==> config.mk <==
export PLATFORM = sky130hd
export DESIGN_NAME = eer_event_reg
export DESIGN_NICKNAME = d
export VERILOG_FILES = /design/src/rtl/eer_pkg.sv /design/src/rtl/eer_counter.sv /design/src/rtl/eer_event_reg.sv
export SDC_FILE = /design/constraint.sdc
export NUM_CORES = 1
export LEC_CHECK = 0
export BUFFER_PORTS_ARGS = -buffer_cell sky130_fd_sc_hd__buf_4
export CORE_ASPECT_RATIO = 0.6
export CORE_MARGIN = 5
export CORE_UTILIZATION = 55
export CTS_BUF_LIST = sky130_fd_sc_hd__clkbuf_4 sky130_fd_sc_hd__clkbuf_8
export CTS_CLUSTER_SIZE = 14
export DETAILED_ROUTE_END_ITERATION = 16
export GPL_ROUTABILITY_DRIVEN = 0
export PLACE_DENSITY = 0.76
export SYNTH_ARGS = -nofsm -noshare
export SYNTH_HDL_FRONTEND = slang
export SYNTH_SLANG_ARGS = --single-unit
==> constraint.sdc <==
create_clock -name mclk -period 4.8 [get_ports mclk]
set_input_delay 0.48 -clock mclk [delete_from_list [all_inputs] [get_ports mclk]]
set_output_delay 0.48 -clock mclk [all_outputs]
set_load 0.02 [all_outputs]
==> src/rtl/eer_pkg.sv <==
// Package for the ethernet event register block: offsets, bit positions,
// reset values and the event carrier struct.
// Assumes a 32-bit register port with byte offsets as printed.
package eer_pkg;

  // ----------------------------------------------------------------
  // Register offsets
  // ----------------------------------------------------------------
  localparam logic [12:0] EER_OFS_EVENT = 13'h1004;
  localparam logic [12:0] EER_OFS_MASK = 13'h1008;
  localparam logic [12:0] EER_OFS_CTRL = 13'h1024;
  localparam logic [12:0] EER_OFS_TXCTL = 13'h10c4;
  localparam logic [12:0] EER_OFS_RXCTL = 13'h1084;
  localparam logic [12:0] EER_OFS_CNT_HB = 13'h126c;
  localparam logic [12:0] EER_OFS_CNT_RXBAB = 13'h1298;
  localparam logic [12:0] EER_OFS_CNT_TXBAB = 13'h1218;
  localparam logic [12:0] EER_OFS_CNT_LC = 13'h125c;
  localparam logic [12:0] EER_OFS_CNT_RL = 13'h1260;
  localparam logic [12:0] EER_OFS_CNT_UN = 13'h1264;

  // ----------------------------------------------------------------
  // Field positions
  // ----------------------------------------------------------------
  localparam int EER_BIT_HB = 31;
  localparam int EER_BIT_RXBAB = 30;
  localparam int EER_BIT_TXBAB = 29;
  localparam int EER_BIT_GRA = 28;
  localparam int EER_BIT_TXF = 27;
  localparam int EER_BIT_TXB = 26;
  localparam int EER_BIT_RXF = 25;
  localparam int EER_BIT_RXB = 24;
  localparam int EER_BIT_MGMT = 23;
  localparam int EER_BIT_BUSERR = 22;
  localparam int EER_BIT_LC = 21;
  localparam int EER_BIT_RL = 20;
  localparam int EER_BIT_UN = 19;
  localparam int EER_NUM_EV = 13;
  localparam int EER_CTRL_EN_BIT = 1;
  localparam int EER_TX_HBC_BIT = 1;
  localparam int EER_TX_GTS_BIT = 0;
  localparam int EER_TX_PAUSE_BIT = 3;
  localparam int EER_RX_FDX_BIT = 0;
  localparam int EER_RX_MAXFL_LSB = 16;
  localparam int EER_NUM_CNT = 6;
  localparam int EER_CNT_W = 16;

  // ----------------------------------------------------------------
  // Reset values
  // ----------------------------------------------------------------
  localparam logic [31:0] EER_RST_EVENT = 32'h0000_0000;
  localparam logic [31:0] EER_RST_MASK = 32'h0000_0000;
  localparam logic [31:0] EER_RST_CTRL = 32'h0000_0000;
  localparam logic [31:0] EER_RST_TXCTL = 32'h0000_0000;
  localparam logic [31:0] EER_RST_RXCTL = 32'h05ee_0000;
  localparam logic [31:0] EER_EVENT_IMPL = 32'hfff8_0000;
  localparam logic [10:0] EER_MAXFL_RST = 11'h5ee;
  localparam logic [4:0] EER_RETRY_LIMIT = 5'h10;

  // ----------------------------------------------------------------
  // Event strobes from the controller datapath, one cycle each
  // ----------------------------------------------------------------
  typedef struct packed {
    logic hb_window_end;
    logic hb_col_seen;
    logic rx_frame_end;
    logic [10:0] rx_frame_len;
    logic tx_frame_end;
    logic [10:0] tx_frame_len;
    logic tx_paused;
    logic tx_last_bd;
    logic tx_bd_upd;
    logic rx_last_bd;
    logic rx_bd_upd;
    logic mgmt_done;
    logic bus_err;
    logic late_col;
    logic tx_attempt_col;
    logic tx_attempt_ok;
    logic tx_fifo_empty_mid;
  } eer_src_t;

  // Actions requested of the datapath
  typedef struct packed {
    logic bad_crc_end;
    logic discard_frame;
    logic next_frame;
  } eer_act_t;

endpackage
==> src/rtl/eer_counter.sv <==
// Saturating statistics counter bank, one counter per error class.
// Assumes one-cycle increment strobes and a synchronous reset.
`timescale 1ns/10ps
module eer_counter (
  input wire logic mclk,
  input wire logic rst_n,
  input wire logic [eer_pkg::EER_NUM_CNT-1:0] inc,
  output logic [eer_pkg::EER_NUM_CNT*eer_pkg::EER_CNT_W-1:0] cnt_flat
);

  // ----------------------------------------------------------------
  // Counters
  // ----------------------------------------------------------------
  // Saturate rather than wrap so management never sees a false low count
  genvar g;
  generate
    for (g = 0; g < eer_pkg::EER_NUM_CNT; g++) begin : g_cnt
      logic [eer_pkg::EER_CNT_W-1:0] cnt_ff;
      always_ff @(posedge mclk) begin
        if (!rst_n) begin
          cnt_ff <= '0;
        end else if (inc[g] && (cnt_ff != '1)) begin
          cnt_ff <= cnt_ff + 1'b1;
        end
      end
      assign cnt_flat[g*eer_pkg::EER_CNT_W +: eer_pkg::EER_CNT_W] = cnt_ff;
    end
  endgenerate

endmodule

==> src/rtl/eer_event_reg.sv <==
// Event flag register with mask, control bits and error counters.
// Assumes a one-cycle register port and datapath strobes on mclk.
`timescale 1ns/10ps

// How it works
// An event bit raises the interrupt only when its mask bit is set.
// Writing one clears an event bit; writing zero leaves it.
// Reset clears every event bit.
// Heartbeat error when checking enabled and no collision in window.
// Receive babble when received frame exceeds maximum length.
// Transmit babble when sent frame exceeds maximum; frame not truncated.
// Graceful stop done once transmitter pauses after current frame.
// Transmit frame bit after last descriptor of sent frame updated.
// Transmit buffer bit on any transmit descriptor update.
// Receive frame bit after last descriptor of received frame updated.
// Receive buffer bit on non-final receive descriptor update.
// Management transfer bit when transfer completes.
// Bus error sets bit 22 and clears controller enable.
// Software soft-resets FIFO and DMA after a bus error. No FIFO or DMA soft reset is modelled here.
// Late collision in half duplex: bad CRC, discard remainder.
// Sixteen collided attempts in half duplex: discard, start next.
// Underrun: bad CRC appended, remainder discarded.
// Software writes zeros to reserved bits 18 to 0.
// Error classes also counted in statistics counters.
// Interrupt stays until event cleared or mask cleared.
// Sources sampled each clock regardless of mask.
// Interrupt is OR of event AND mask over bits 31 to 19.
module eer_event_reg (
  input wire logic mclk,
  input wire logic rst_n,
  input wire logic [12:0] reg_addr,
  input wire logic [31:0] reg_wdata,
  input wire logic reg_wr,
  input wire logic reg_rd,
  output logic [31:0] reg_rdata,
  input wire eer_pkg::eer_src_t src,
  output eer_pkg::eer_act_t act_ff,
  output logic controller_enable_ff,
  output logic graceful_stop_request_ff,
  output logic pause_frame_transmit_request_ff,
  output logic irq_ff
);

  // ----------------------------------------------------------------
  // Register state
  // ----------------------------------------------------------------
  logic [31:0] event_ff;
  logic [31:0] mask_ff;
  logic [31:0] txctl_ff;
  logic [31:0] rxctl_ff;
  logic [31:0] nxt_event;
  logic [31:0] set_vec;
  logic [4:0] retry_ff;
  logic [eer_pkg::EER_NUM_CNT-1:0] cnt_inc;
  logic [eer_pkg::EER_NUM_CNT*eer_pkg::EER_CNT_W-1:0] cnt_flat;
  logic [10:0] max_frame_length;
  logic full_duplex;
  logic heartbeat_check_enable;
  logic wr_event;
  logic wr_mask;
  logic wr_ctrl;
  logic wr_txctl;
  logic wr_rxctl;
  logic hb_err;
  logic rx_bab;
  logic tx_bab;
  logic lc_err;
  logic rl_err;
  logic un_err;

  assign wr_event = reg_wr && (reg_addr == eer_pkg::EER_OFS_EVENT);
  assign wr_mask = reg_wr && (reg_addr == eer_pkg::EER_OFS_MASK);
  assign wr_ctrl = reg_wr && (reg_addr == eer_pkg::EER_OFS_CTRL);
  assign wr_txctl = reg_wr && (reg_addr == eer_pkg::EER_OFS_TXCTL);
  assign wr_rxctl = reg_wr && (reg_addr == eer_pkg::EER_OFS_RXCTL);
  assign max_frame_length = rxctl_ff[eer_pkg::EER_RX_MAXFL_LSB +: 11];
  assign full_duplex = rxctl_ff[eer_pkg::EER_RX_FDX_BIT];
  assign heartbeat_check_enable = txctl_ff[eer_pkg::EER_TX_HBC_BIT];

  // ----------------------------------------------------------------
  // Event detection
  // ----------------------------------------------------------------
  assign hb_err = heartbeat_check_enable && src.hb_window_end && !src.hb_col_seen;
  assign rx_bab = src.rx_frame_end && (src.rx_frame_len > max_frame_length);
  assign tx_bab = src.tx_frame_end && (src.tx_frame_len > max_frame_length);
  assign lc_err = !full_duplex && src.late_col;
  // Sixteenth consecutive collided attempt trips the limit
  assign rl_err = !full_duplex && src.tx_attempt_col
                  && (retry_ff == eer_pkg::EER_RETRY_LIMIT - 5'h01);
  assign un_err = src.tx_fifo_empty_mid;

  always_comb begin
    set_vec = '0;
    set_vec[eer_pkg::EER_BIT_HB] = hb_err;
    set_vec[eer_pkg::EER_BIT_RXBAB] = rx_bab;
    set_vec[eer_pkg::EER_BIT_TXBAB] = tx_bab;
    set_vec[eer_pkg::EER_BIT_GRA] = src.tx_paused;
    set_vec[eer_pkg::EER_BIT_TXF] = src.tx_last_bd;
    set_vec[eer_pkg::EER_BIT_TXB] = src.tx_bd_upd | src.tx_last_bd;
    set_vec[eer_pkg::EER_BIT_RXF] = src.rx_last_bd;
    set_vec[eer_pkg::EER_BIT_RXB] = src.rx_bd_upd && !src.rx_last_bd;
    set_vec[eer_pkg::EER_BIT_MGMT] = src.mgmt_done;
    set_vec[eer_pkg::EER_BIT_BUSERR] = src.bus_err;
    set_vec[eer_pkg::EER_BIT_LC] = lc_err;
    set_vec[eer_pkg::EER_BIT_RL] = rl_err;
    set_vec[eer_pkg::EER_BIT_UN] = un_err;
  end

  // Set wins over a same-cycle clear so no event is lost
  always_comb begin
    nxt_event = event_ff;
    if (wr_event) begin
      nxt_event = event_ff & ~reg_wdata;
    end
    nxt_event = (nxt_event | set_vec) & eer_pkg::EER_EVENT_IMPL;
  end

  always_ff @(posedge mclk) begin
    if (!rst_n) begin
      event_ff <= eer_pkg::EER_RST_EVENT;
    end else begin
      event_ff <= nxt_event;
    end
  end

  // ----------------------------------------------------------------
  // Retry counter
  // ----------------------------------------------------------------
  always_ff @(posedge mclk) begin
    if (!rst_n) begin
      retry_ff <= '0;
    end else if (src.tx_attempt_ok || rl_err) begin
      retry_ff <= '0;
    end else if (src.tx_attempt_col && !full_duplex) begin
      retry_ff <= retry_ff + 5'h01;
    end
  end

  // ----------------------------------------------------------------
  // Control registers
  // ----------------------------------------------------------------
  always_ff @(posedge mclk) begin
    if (!rst_n) begin
      mask_ff <= eer_pkg::EER_RST_MASK;
    end else if (wr_mask) begin
      mask_ff <= reg_wdata & eer_pkg::EER_EVENT_IMPL;
    end
  end

  always_ff @(posedge mclk) begin
    if (!rst_n) begin
      txctl_ff <= eer_pkg::EER_RST_TXCTL;
    end else if (wr_txctl) begin
      txctl_ff <= reg_wdata;
    end
  end

  always_ff @(posedge mclk) begin
    if (!rst_n) begin
      rxctl_ff <= eer_pkg::EER_RST_RXCTL;
    end else if (wr_rxctl) begin
      rxctl_ff <= reg_wdata;
    end
  end

  // Bus error beats a same-cycle software enable
  always_ff @(posedge mclk) begin
    if (!rst_n) begin
      controller_enable_ff <= eer_pkg::EER_RST_CTRL[eer_pkg::EER_CTRL_EN_BIT];
    end else if (src.bus_err) begin
      controller_enable_ff <= 1'b0;
    end else if (wr_ctrl) begin
      controller_enable_ff <= reg_wdata[eer_pkg::EER_CTRL_EN_BIT];
    end
  end

  always_ff @(posedge mclk) begin
    if (!rst_n) begin
      graceful_stop_request_ff <= 1'b0;
      pause_frame_transmit_request_ff <= 1'b0;
    end else begin
      graceful_stop_request_ff <= nxt_gts();
      pause_frame_transmit_request_ff <= nxt_pause();
    end
  end

  function automatic logic nxt_gts();
    nxt_gts = wr_txctl ? reg_wdata[eer_pkg::EER_TX_GTS_BIT]
                       : txctl_ff[eer_pkg::EER_TX_GTS_BIT];
  endfunction

  function automatic logic nxt_pause();
    nxt_pause = wr_txctl ? reg_wdata[eer_pkg::EER_TX_PAUSE_BIT]
                         : txctl_ff[eer_pkg::EER_TX_PAUSE_BIT];
  endfunction

  // ----------------------------------------------------------------
  // Datapath actions
  // ----------------------------------------------------------------
  // Babble raises no action: long frames are sent whole
  always_ff @(posedge mclk) begin
    if (!rst_n) begin
      act_ff <= '0;
    end else begin
      act_ff.bad_crc_end <= lc_err | un_err;
      act_ff.discard_frame <= lc_err | rl_err | un_err;
      act_ff.next_frame <= rl_err;
    end
  end

  // ----------------------------------------------------------------
  // Interrupt
  // ----------------------------------------------------------------
  always_ff @(posedge mclk) begin
    if (!rst_n) begin
      irq_ff <= 1'b0;
    end else begin
      irq_ff <= |(nxt_event & (wr_mask ? reg_wdata : mask_ff)
                  & eer_pkg::EER_EVENT_IMPL);
    end
  end

  // ----------------------------------------------------------------
  // Statistics counters
  // ----------------------------------------------------------------
  assign cnt_inc = {un_err, rl_err, lc_err, tx_bab, rx_bab, hb_err};

  eer_counter u_cnt (
    .mclk(mclk),
    .rst_n(rst_n),
    .inc(cnt_inc),
    .cnt_flat(cnt_flat)
  );

  // ----------------------------------------------------------------
  // Read port
  // ----------------------------------------------------------------
  // Unmapped addresses read zero
  always_ff @(posedge mclk) begin
    if (!rst_n) begin
      reg_rdata <= '0;
    end else if (reg_rd) begin
      unique case (reg_addr)
        eer_pkg::EER_OFS_EVENT: reg_rdata <= event_ff;
        eer_pkg::EER_OFS_MASK: reg_rdata <= mask_ff;
        eer_pkg::EER_OFS_CTRL: reg_rdata <= {30'h0, controller_enable_ff, 1'b0};
        eer_pkg::EER_OFS_TXCTL: reg_rdata <= txctl_ff;
        eer_pkg::EER_OFS_RXCTL: reg_rdata <= rxctl_ff;
        eer_pkg::EER_OFS_CNT_HB: reg_rdata <= {16'h0, cnt_flat[15:0]};
        eer_pkg::EER_OFS_CNT_RXBAB: reg_rdata <= {16'h0, cnt_flat[31:16]};
        eer_pkg::EER_OFS_CNT_TXBAB: reg_rdata <= {16'h0, cnt_flat[47:32]};
        eer_pkg::EER_OFS_CNT_LC: reg_rdata <= {16'h0, cnt_flat[63:48]};
        eer_pkg::EER_OFS_CNT_RL: reg_rdata <= {16'h0, cnt_flat[79:64]};
        eer_pkg::EER_OFS_CNT_UN: reg_rdata <= {16'h0, cnt_flat[95:80]};
        default: reg_rdata <= '0;
      endcase
    end else begin
      reg_rdata <= '0;
    end
  end

  // ----------------------------------------------------------------
  // Checks
  // ----------------------------------------------------------------
  irq_follows_mask_a: assert property (@(posedge mclk) disable iff (!rst_n)
    irq_ff == |($past(nxt_event) & $past(wr_mask ? reg_wdata : mask_ff)))
    else $error("irq does not follow masked events");
  w1c_clears_a: assert property (@(posedge mclk) disable iff (!rst_n)
    wr_event && reg_wdata[eer_pkg::EER_BIT_MGMT] && !src.mgmt_done
    |=> !event_ff[eer_pkg::EER_BIT_MGMT])
    else $error("write one did not clear event");
  w0_keeps_a: assert property (@(posedge mclk) disable iff (!rst_n)
    wr_event && !reg_wdata[eer_pkg::EER_BIT_GRA] && event_ff[eer_pkg::EER_BIT_GRA]
    |=> event_ff[eer_pkg::EER_BIT_GRA])
    else $error("write zero changed event");
  reset_clears_a: assert property (@(posedge mclk)
    !rst_n |=> event_ff == '0 && !irq_ff)
    else $error("reset left event bits set");
  heartbeat_set_a: assert property (@(posedge mclk) disable iff (!rst_n)
    heartbeat_check_enable && src.hb_window_end && !src.hb_col_seen
    |=> event_ff[eer_pkg::EER_BIT_HB])
    else $error("heartbeat error missed");
  rx_babble_a: assert property (@(posedge mclk) disable iff (!rst_n)
    src.rx_frame_end && src.rx_frame_len > max_frame_length
    |=> event_ff[eer_pkg::EER_BIT_RXBAB])
    else $error("receive babble missed");
  bus_error_a: assert property (@(posedge mclk) disable iff (!rst_n)
    src.bus_err |=> !controller_enable_ff && event_ff[eer_pkg::EER_BIT_BUSERR])
    else $error("bus error did not halt controller");
  retry_limit_a: assert property (@(posedge mclk) disable iff (!rst_n)
    rl_err |=> act_ff.next_frame && act_ff.discard_frame && retry_ff == 5'h00)
    else $error("retry limit action wrong");
  reserved_zero_a: assert property (@(posedge mclk) disable iff (!rst_n)
    event_ff[18:0] == 19'h0)
    else $error("reserved event bits set");
  // Event bits trail their strobes by one edge; a set beats a same-cycle clear
  heartbeat_quiet_a: assert property (@(posedge mclk) disable iff (!rst_n)
    src.hb_window_end && src.hb_col_seen && !event_ff[eer_pkg::EER_BIT_HB]
    |=> !event_ff[eer_pkg::EER_BIT_HB])
    else $error("heartbeat error despite collision");
  tx_babble_a: assert property (@(posedge mclk) disable iff (!rst_n)
    src.tx_frame_end && src.tx_frame_len > max_frame_length
    |=> event_ff[eer_pkg::EER_BIT_TXBAB])
    else $error("transmit babble missed");
  graceful_stop_a: assert property (@(posedge mclk) disable iff (!rst_n)
    src.tx_paused
    |=> event_ff[eer_pkg::EER_BIT_GRA])
    else $error("graceful stop event missed");
  tx_frame_a: assert property (@(posedge mclk) disable iff (!rst_n)
    src.tx_last_bd
    |=> event_ff[eer_pkg::EER_BIT_TXF] && event_ff[eer_pkg::EER_BIT_TXB])
    else $error("transmit frame event missed");
  tx_buffer_a: assert property (@(posedge mclk) disable iff (!rst_n)
    src.tx_bd_upd
    |=> event_ff[eer_pkg::EER_BIT_TXB])
    else $error("transmit buffer event missed");
  rx_frame_a: assert property (@(posedge mclk) disable iff (!rst_n)
    src.rx_last_bd
    |=> event_ff[eer_pkg::EER_BIT_RXF])
    else $error("receive frame event missed");
  rx_buffer_a: assert property (@(posedge mclk) disable iff (!rst_n)
    src.rx_bd_upd && !src.rx_last_bd
    |=> event_ff[eer_pkg::EER_BIT_RXB])
    else $error("receive buffer event missed");
  mgmt_done_a: assert property (@(posedge mclk) disable iff (!rst_n)
    src.mgmt_done
    |=> event_ff[eer_pkg::EER_BIT_MGMT])
    else $error("management event missed");
  late_collision_a: assert property (@(posedge mclk) disable iff (!rst_n)
    !full_duplex && src.late_col
    |=> event_ff[eer_pkg::EER_BIT_LC] && act_ff.bad_crc_end && act_ff.discard_frame)
    else $error("late collision handling wrong");
  duplex_quiet_a: assert property (@(posedge mclk) disable iff (!rst_n)
    full_duplex && src.late_col && !event_ff[eer_pkg::EER_BIT_LC]
    |=> !event_ff[eer_pkg::EER_BIT_LC])
    else $error("late collision flagged in full duplex");
  underrun_a: assert property (@(posedge mclk) disable iff (!rst_n)
    src.tx_fifo_empty_mid
    |=> event_ff[eer_pkg::EER_BIT_UN] && act_ff.bad_crc_end && act_ff.discard_frame)
    else $error("underrun handling wrong");
  irq_hold_a: assert property (@(posedge mclk) disable iff (!rst_n)
    irq_ff && !wr_event && !wr_mask
    |=> irq_ff)
    else $error("irq dropped without a clear");

endmodule

---- Word-level counts from Yosys, hierarchy flattened ----
Index checks and enable logic that the tools add are counted.
Widths: inputs -> output; s select.
storage, ports and cells
  flip-flop bits (word level) ............. 249
  bits of input ports ..................... 86
  output and inout bits ................... 39
  word-level logic and storage cells ...... 88
operators by class
  $lt $le $gt $ge ......................... 2
  muxes and demuxes ....................... 5
  equality and inequality tests ........... 18
  bitwise logic cells ..................... 9
  $add $sub $neg .......................... 7
  reduce and logical (&&, ||, !) cells .... 27
operators by type and width
  operator               number
  $pmux 32 s11           1
  $eq 13x13->1 const B   11
  $add 16x1->16 const B  6
  $ne 16x16->1 const B   6
  $and 32x32->32         2
  $mux 32                2
  $not 32->32            1
  $or 32x32->32          1
  $gt 11x11->1           2
  $logic_and 1x1->1      19
  $reduce_or 13->1       1
  $add 5x1->5 const B    1
  $eq 5x4->1 const B     1
  $or 1x1->1             4
  $reduce_or 2->1        2
  $logic_not 1->1        3
  $mux 1                 2
  $reduce_and 2->1       1
  $logic_or 1x1->1       1
  $not 1->1              1

---- Logic depth before layout (Yosys ltp) ----
  depth in word-level cells ............... 6
  depth in mapped cells ................... 10
  gate-level depth less buffers ........... 9

---- By module ----
A second synthesis with hierarchy kept.
second synthesis, totals
  cells, all modules ...................... 1283
  area total of the unflattened synthesis .. 10918.0 um^2
modules (own cells, without submodules)
  module         cells each  area each (um^2)  times used  sequential area each (um^2)
  eer_event_reg  696         6017.0            1           2682.6
  eer_counter    587         4901.0            1           1921.8

---- Least setup slack after synthesis ----
Ideal clock, no wire load.
  path type ............................... input -> register
  start point ............................. input src[33] (netlist bit)
  end point ............................... register u_cnt.g_cnt[1].cnt_ff[9] (netlist bit)
  slack ................................... 2.401 ns
  path buffers ............................ 1
  arrival ................................. 2.272 ns
  data required time ...................... 4.672 ns
  setup time .............................. 0.128 ns
  stages .................................. 9
  cells stage by stage .................... ha_1 nand4_1 a211oi_1 a2111oi_0 nor3_1 clkbuf_1 nand4_1 xor2_1 nor2_1
between the ends
  word-level cells in the longest chain between the ends .. 3
ends and longest elaborated chain
  item                    RTL line             source
  start: declaration      eer_event_reg.sv:36  input wire eer_pkg::eer_src_t src,
  $gt 11x11->1            eer_event_reg.sv:84  assign rx_bab = src.rx_frame_end && (src.rx_frame_len > max_frame_length);
  $logic_and 1x1->1       eer_event_reg.sv:84
  $logic_and 1x1->1       eer_counter.sv:22    end else if (inc[g] && (cnt_ff != '1)) begin
  end signal: assignment  eer_counter.sv:23    cnt_ff <= cnt_ff + 1'b1;
  end: declaration        eer_counter.sv:18    logic [eer_pkg::EER_CNT_W-1:0] cnt_ff;
Every way passes these cells.
A chain may end at the register's enable or synchronous reset.

---- Final worst setup path ----
  start point ............................. input reg_addr[8]
  end point ............................... register reg_rdata[11]
between the ends
  word-level cells in the longest chain between the ends .. 2
  elaborated cells on any way between the ends .. 12
  those cells by class .................... 11 x eq/ne; 1 x mux
ends and longest elaborated chain
  item                    RTL line              source
  start: declaration      eer_event_reg.sv:31   input wire logic [12:0] reg_addr,
  $eq 13x13->1            eer_event_reg.sv:243  unique case (reg_addr)
  $pmux 32 s11 *          eer_event_reg.sv:243
  end signal: assignment  eer_event_reg.sv:244  eer_pkg::EER_OFS_EVENT: reg_rdata <= event_ff;
  end signal: assignment  eer_event_reg.sv:245  eer_pkg::EER_OFS_MASK: reg_rdata <= mask_ff;
  end signal: assignment  eer_event_reg.sv:246  eer_pkg::EER_OFS_CTRL: reg_rdata <= {30'h0, controller_enable_ff, 1'b0};
  end: declaration        eer_event_reg.sv:35   output logic [31:0] reg_rdata,
Mark *: on every way between the ends. The rest lies on a longest branch, timed or not.

==> results.md <==
- Outcome: completed
- Final setup fails: 0
- Min cycle time layout: 2.83 ns
- Register bit total from synthesis: 230
- Tot Pwr: 3820 uW
- # fillers: 1612
- Std cell rows: 39
- Layout Nets: 1427
- Async set-reset flop share out of synthesis: 0%
- Sequential area share after synthesis: 44.1%
- IO Port Bufs: 124
- Starting Density: 55.4%
- Slew margin rel.: 24.5%
- Vias in the first global route: 8657
- EDFF count, synth: 0
- Pwr/cell area: 312 nW/um2
- Clock sink count: 230
- CTS root buf: clkbuf_8
- F_max: 0.353 GHz
- GR Util All Layers: 27.2%
- Placeable core region: 18800 um2
- Yosys warns: 0
- Via Count: 9484
- CTS Hold Bufs: 0
- Synth Flop Type: dfxtp_1
- Non-filler instance count after layout: 1582
- Req. time, crit path: 5.23 ns
- TritonRoute pass-1 iters: 8
- Max Cap Viol: 0
- Number of remaining DRC errors: 0
- Syn avg cell area: 8.64 um2
- Worst slew pin tran: 1.13 ns
- Final ANT Viol Nets: 0
- Clk pin slew, worst setup/hold paths: 0.07 ns
- Routed wire per std cell: 19.3 um
- Cts repair resizes: 0
- Type of the worst setup path: in -> reg
- Fin. Hold Viols: 0
- Initial antenna violation count: 0
- CP Launch Type: primary input
- Setup TNS: 0 ns
- # diodes: 0
- Static leakage: 0.00473 uW
- Hold WS: 0.164 ns
- Dpl cells: 1521
- Syn Nets: 1324
- Crit end category: flip-flop
- Drt initial violations: 1412
- Largest net degree at the start of global routing: 99
- TritonCTS clock tree: built
- # IOs: 125
- Layout Utilization: 65.0%
- Post-Route WL: 30500 um
- Clock Tree Buf Depth: 3
- Worst-path maximum fanout: 22
- RSZ-0062 raised after global routing: false
- Count of cell types in the netlist: 62
- Cell Area, Synth: 10400 um2
- Die footprint: 21900 um2
- Total CTS buffers: 34
- Die Span Y: 117 um
- Setup Skew: 0.0148 ns
- CP arrival: 3.26 ns
- Post-CTS setup buffer count: 0
- Clk Latency, worst-skew pair: 0.51 ns
- Syn Inst Count: 1208
- First-pass GRT wire length: 47700 um
- Fin. max-slew vios: 0
- Total grt overflow: 0
- Die X: 188 um
- Final period util: 58.9%
- P&R area growth vs syn: 17.2%
- Hold WC Path Type: in -> reg
- Share of layout cells above drive strength 1: 18.1%
- Worst vdd ir: 207 uV
- DR vias/cell: 5.99
- DP HPWL: 21900 um
- CTS H-tree lvls: 2
cell type report:
class | count | area (um2) | share of cell area (%)
Multi-Input combinational cell | 887 | 5470 | 44.7
Inverter | 23 | 88.8 | 0.726
Tap cell | 246 | 308 | 2.52
Sequential cell | 230 | 4600 | 37.6
Timing Repair Buffer | 135 | 1030 | 8.39
Clock buffer | 54 | 681 | 5.56
Clock inverter | 7 | 60.1 | 0.491
through the flow:
step / instance area, um2 / setup WS (ns)
6_report: 12200 / 1.97
5_1_grt: 12200 / 1.84
4_1_cts: 12200 / 2.06
3_5_place_dp: 11500 / 1.51
3_3_place_gp: 11500 / 1.60
2_1_floorplan: 10400 / 2.40
power by group:
part	switching [uW]	internal [uW]
Clock	751	956
Sequential	12.5	1920
Combinational	100	78.3
Total	863	2960
state kept, by name, summed over array words and instances, names as in the netlist:
| signal | flops |
|---|---|
| u_cnt.g_cnt.cnt_ff | 96 |
| pause_frame_transmit_request_ff | 1 |
| act_ff | 3 |
| graceful_stop_request_ff | 1 |
| controller_enable_ff | 1 |
| reg_rdata | 32 |
| txctl_ff | 32 |
| retry_ff | 5 |
| mask_ff | 13 |
| irq_ff | 1 |
| event_ff | 13 |
| rxctl_ff | 32 |
cell usage after synthesis (3+ instances only):
master | count | share of area, %
nor2b_1 | 4 | 0.24
nor4_1 | 3 | 0.18
a31oi_1 | 16 | 0.96
inv_1 | 21 | 0.76
or3_1 | 12 | 0.72
ha_1 | 30 | 3.6
a21oi_1 | 87 | 4.2
mux2_2 | 22 | 2.4
nand4_1 | 36 | 2.2
xnor2_1 | 26 | 2.2
and3_1 | 29 | 1.7
o21ai_0 | 27 | 1.3
nand2_1 | 177 | 6.4
mux2i_1 | 22 | 2.1
a21o_1 | 3 | 0.22
buf_2 | 9 | 0.43
nand3_1 | 43 | 2.1
nor2_1 | 129 | 4.6
xor2_1 | 52 | 4.4
and4_1 | 11 | 0.92
and2_1 | 17 | 1.0
o22ai_1 | 4 | 0.24
a22oi_1 | 30 | 2.2
nand2b_1 | 4 | 0.24
clkbuf_1 | 55 | 2.0
a222oi_1 | 30 | 2.9
nor3_1 | 12 | 0.58
dfxtp_1 | 230 | 44
nor2_2 | 10 | 0.60
a211oi_1 | 5 | 0.36
nand3b_1 | 6 | 0.43
o211ai_1 | 8 | 0.58
cells in the final DEF (no fill, tap or decap), types with 3 or more instances in the layout:
cell      Yosys  layout
and4_1       11      11
nor4_1        3       3
ha_1         30      30
nor3_1       12      11
a21o_1        3       3
mux2_2       22      22
o21ai_0      27      27
o211ai_1      8       8
xor2_1       52      52
nand2b_1      4       4
xnor2_1      26      26
nor2b_1       4       4
a22oi_1      30      30
nand3_1      43      43
and3_1       29      29
buf_4         1     134
nor2_1      129     128
nand3b_1      6       6
o22ai_1       4       4
nand2_1     177     177
a31oi_1      16      16
nor2_2       10      11
a211oi_1      5       5
or3_1        12      12
a222oi_1     30      30
clkbuf_4      0      10
clkinv_2      0       6
clkbuf_8      0      44
mux2i_1      22      22
a21oi_1      87      87
nor3_2        2       3
inv_1        21      21
and2_1       17      17
nand4_1      36      36
dfxtp_1     230     230
cell families (layout without fill, tap and decap cells):
logic type,after synthesis,after routing,synth area share (%)
compound gates,226,226,14.2
xor+xnor,78,78,6.55
fa+ha+maj,30,30,3.60
buf+inv,91,219,3.56
flops,230,230,44.1
mux,44,44,4.48
simple gates,509,509,23.5
per-layer routing:
layer  GRT usage, %  routed length (um)  share of wire, %
met5              0                   0                 0
met4           5.82                 513               1.7
met3           7.35                3610                12
met2           38.1               12000                39
met1           41.5               14400                47
worst max-delay path, stage by stage:
cell and delay, ns:
buf_4 0.12, nor4b_4 0.36, nor2b_1 0.25, nand3_1 0.14, nor3b_2 0.83, nor4_1 0.17, a31o_1 0.42, buf_4 0.30
a31oi_1 0.18
final timing paths:
check / from / end / slack (ns) / cells past startpoint
setup / recovery: reg_addr[8] / reg_rdata[11]$_SDFF_PN0_ / 1.97 / 9
hold / removal: src[4] / controller_enable_ff$_SDFFE_PP0P_ / 0.16 / 2
setup reg to reg: rxctl_ff[26]$_SDFFE_PN1P_ / u_cnt.g_cnt[2].cnt_ff[13]$_SDFFE_PN0P_ / 2.07 / 9
hold reg to reg: rxctl_ff[12]$_SDFFE_PN0P_ / rxctl_ff[12]$_SDFFE_PN0P_ / 0.45 / 2
Note: power is estimated with default switching activity, not from simulation.
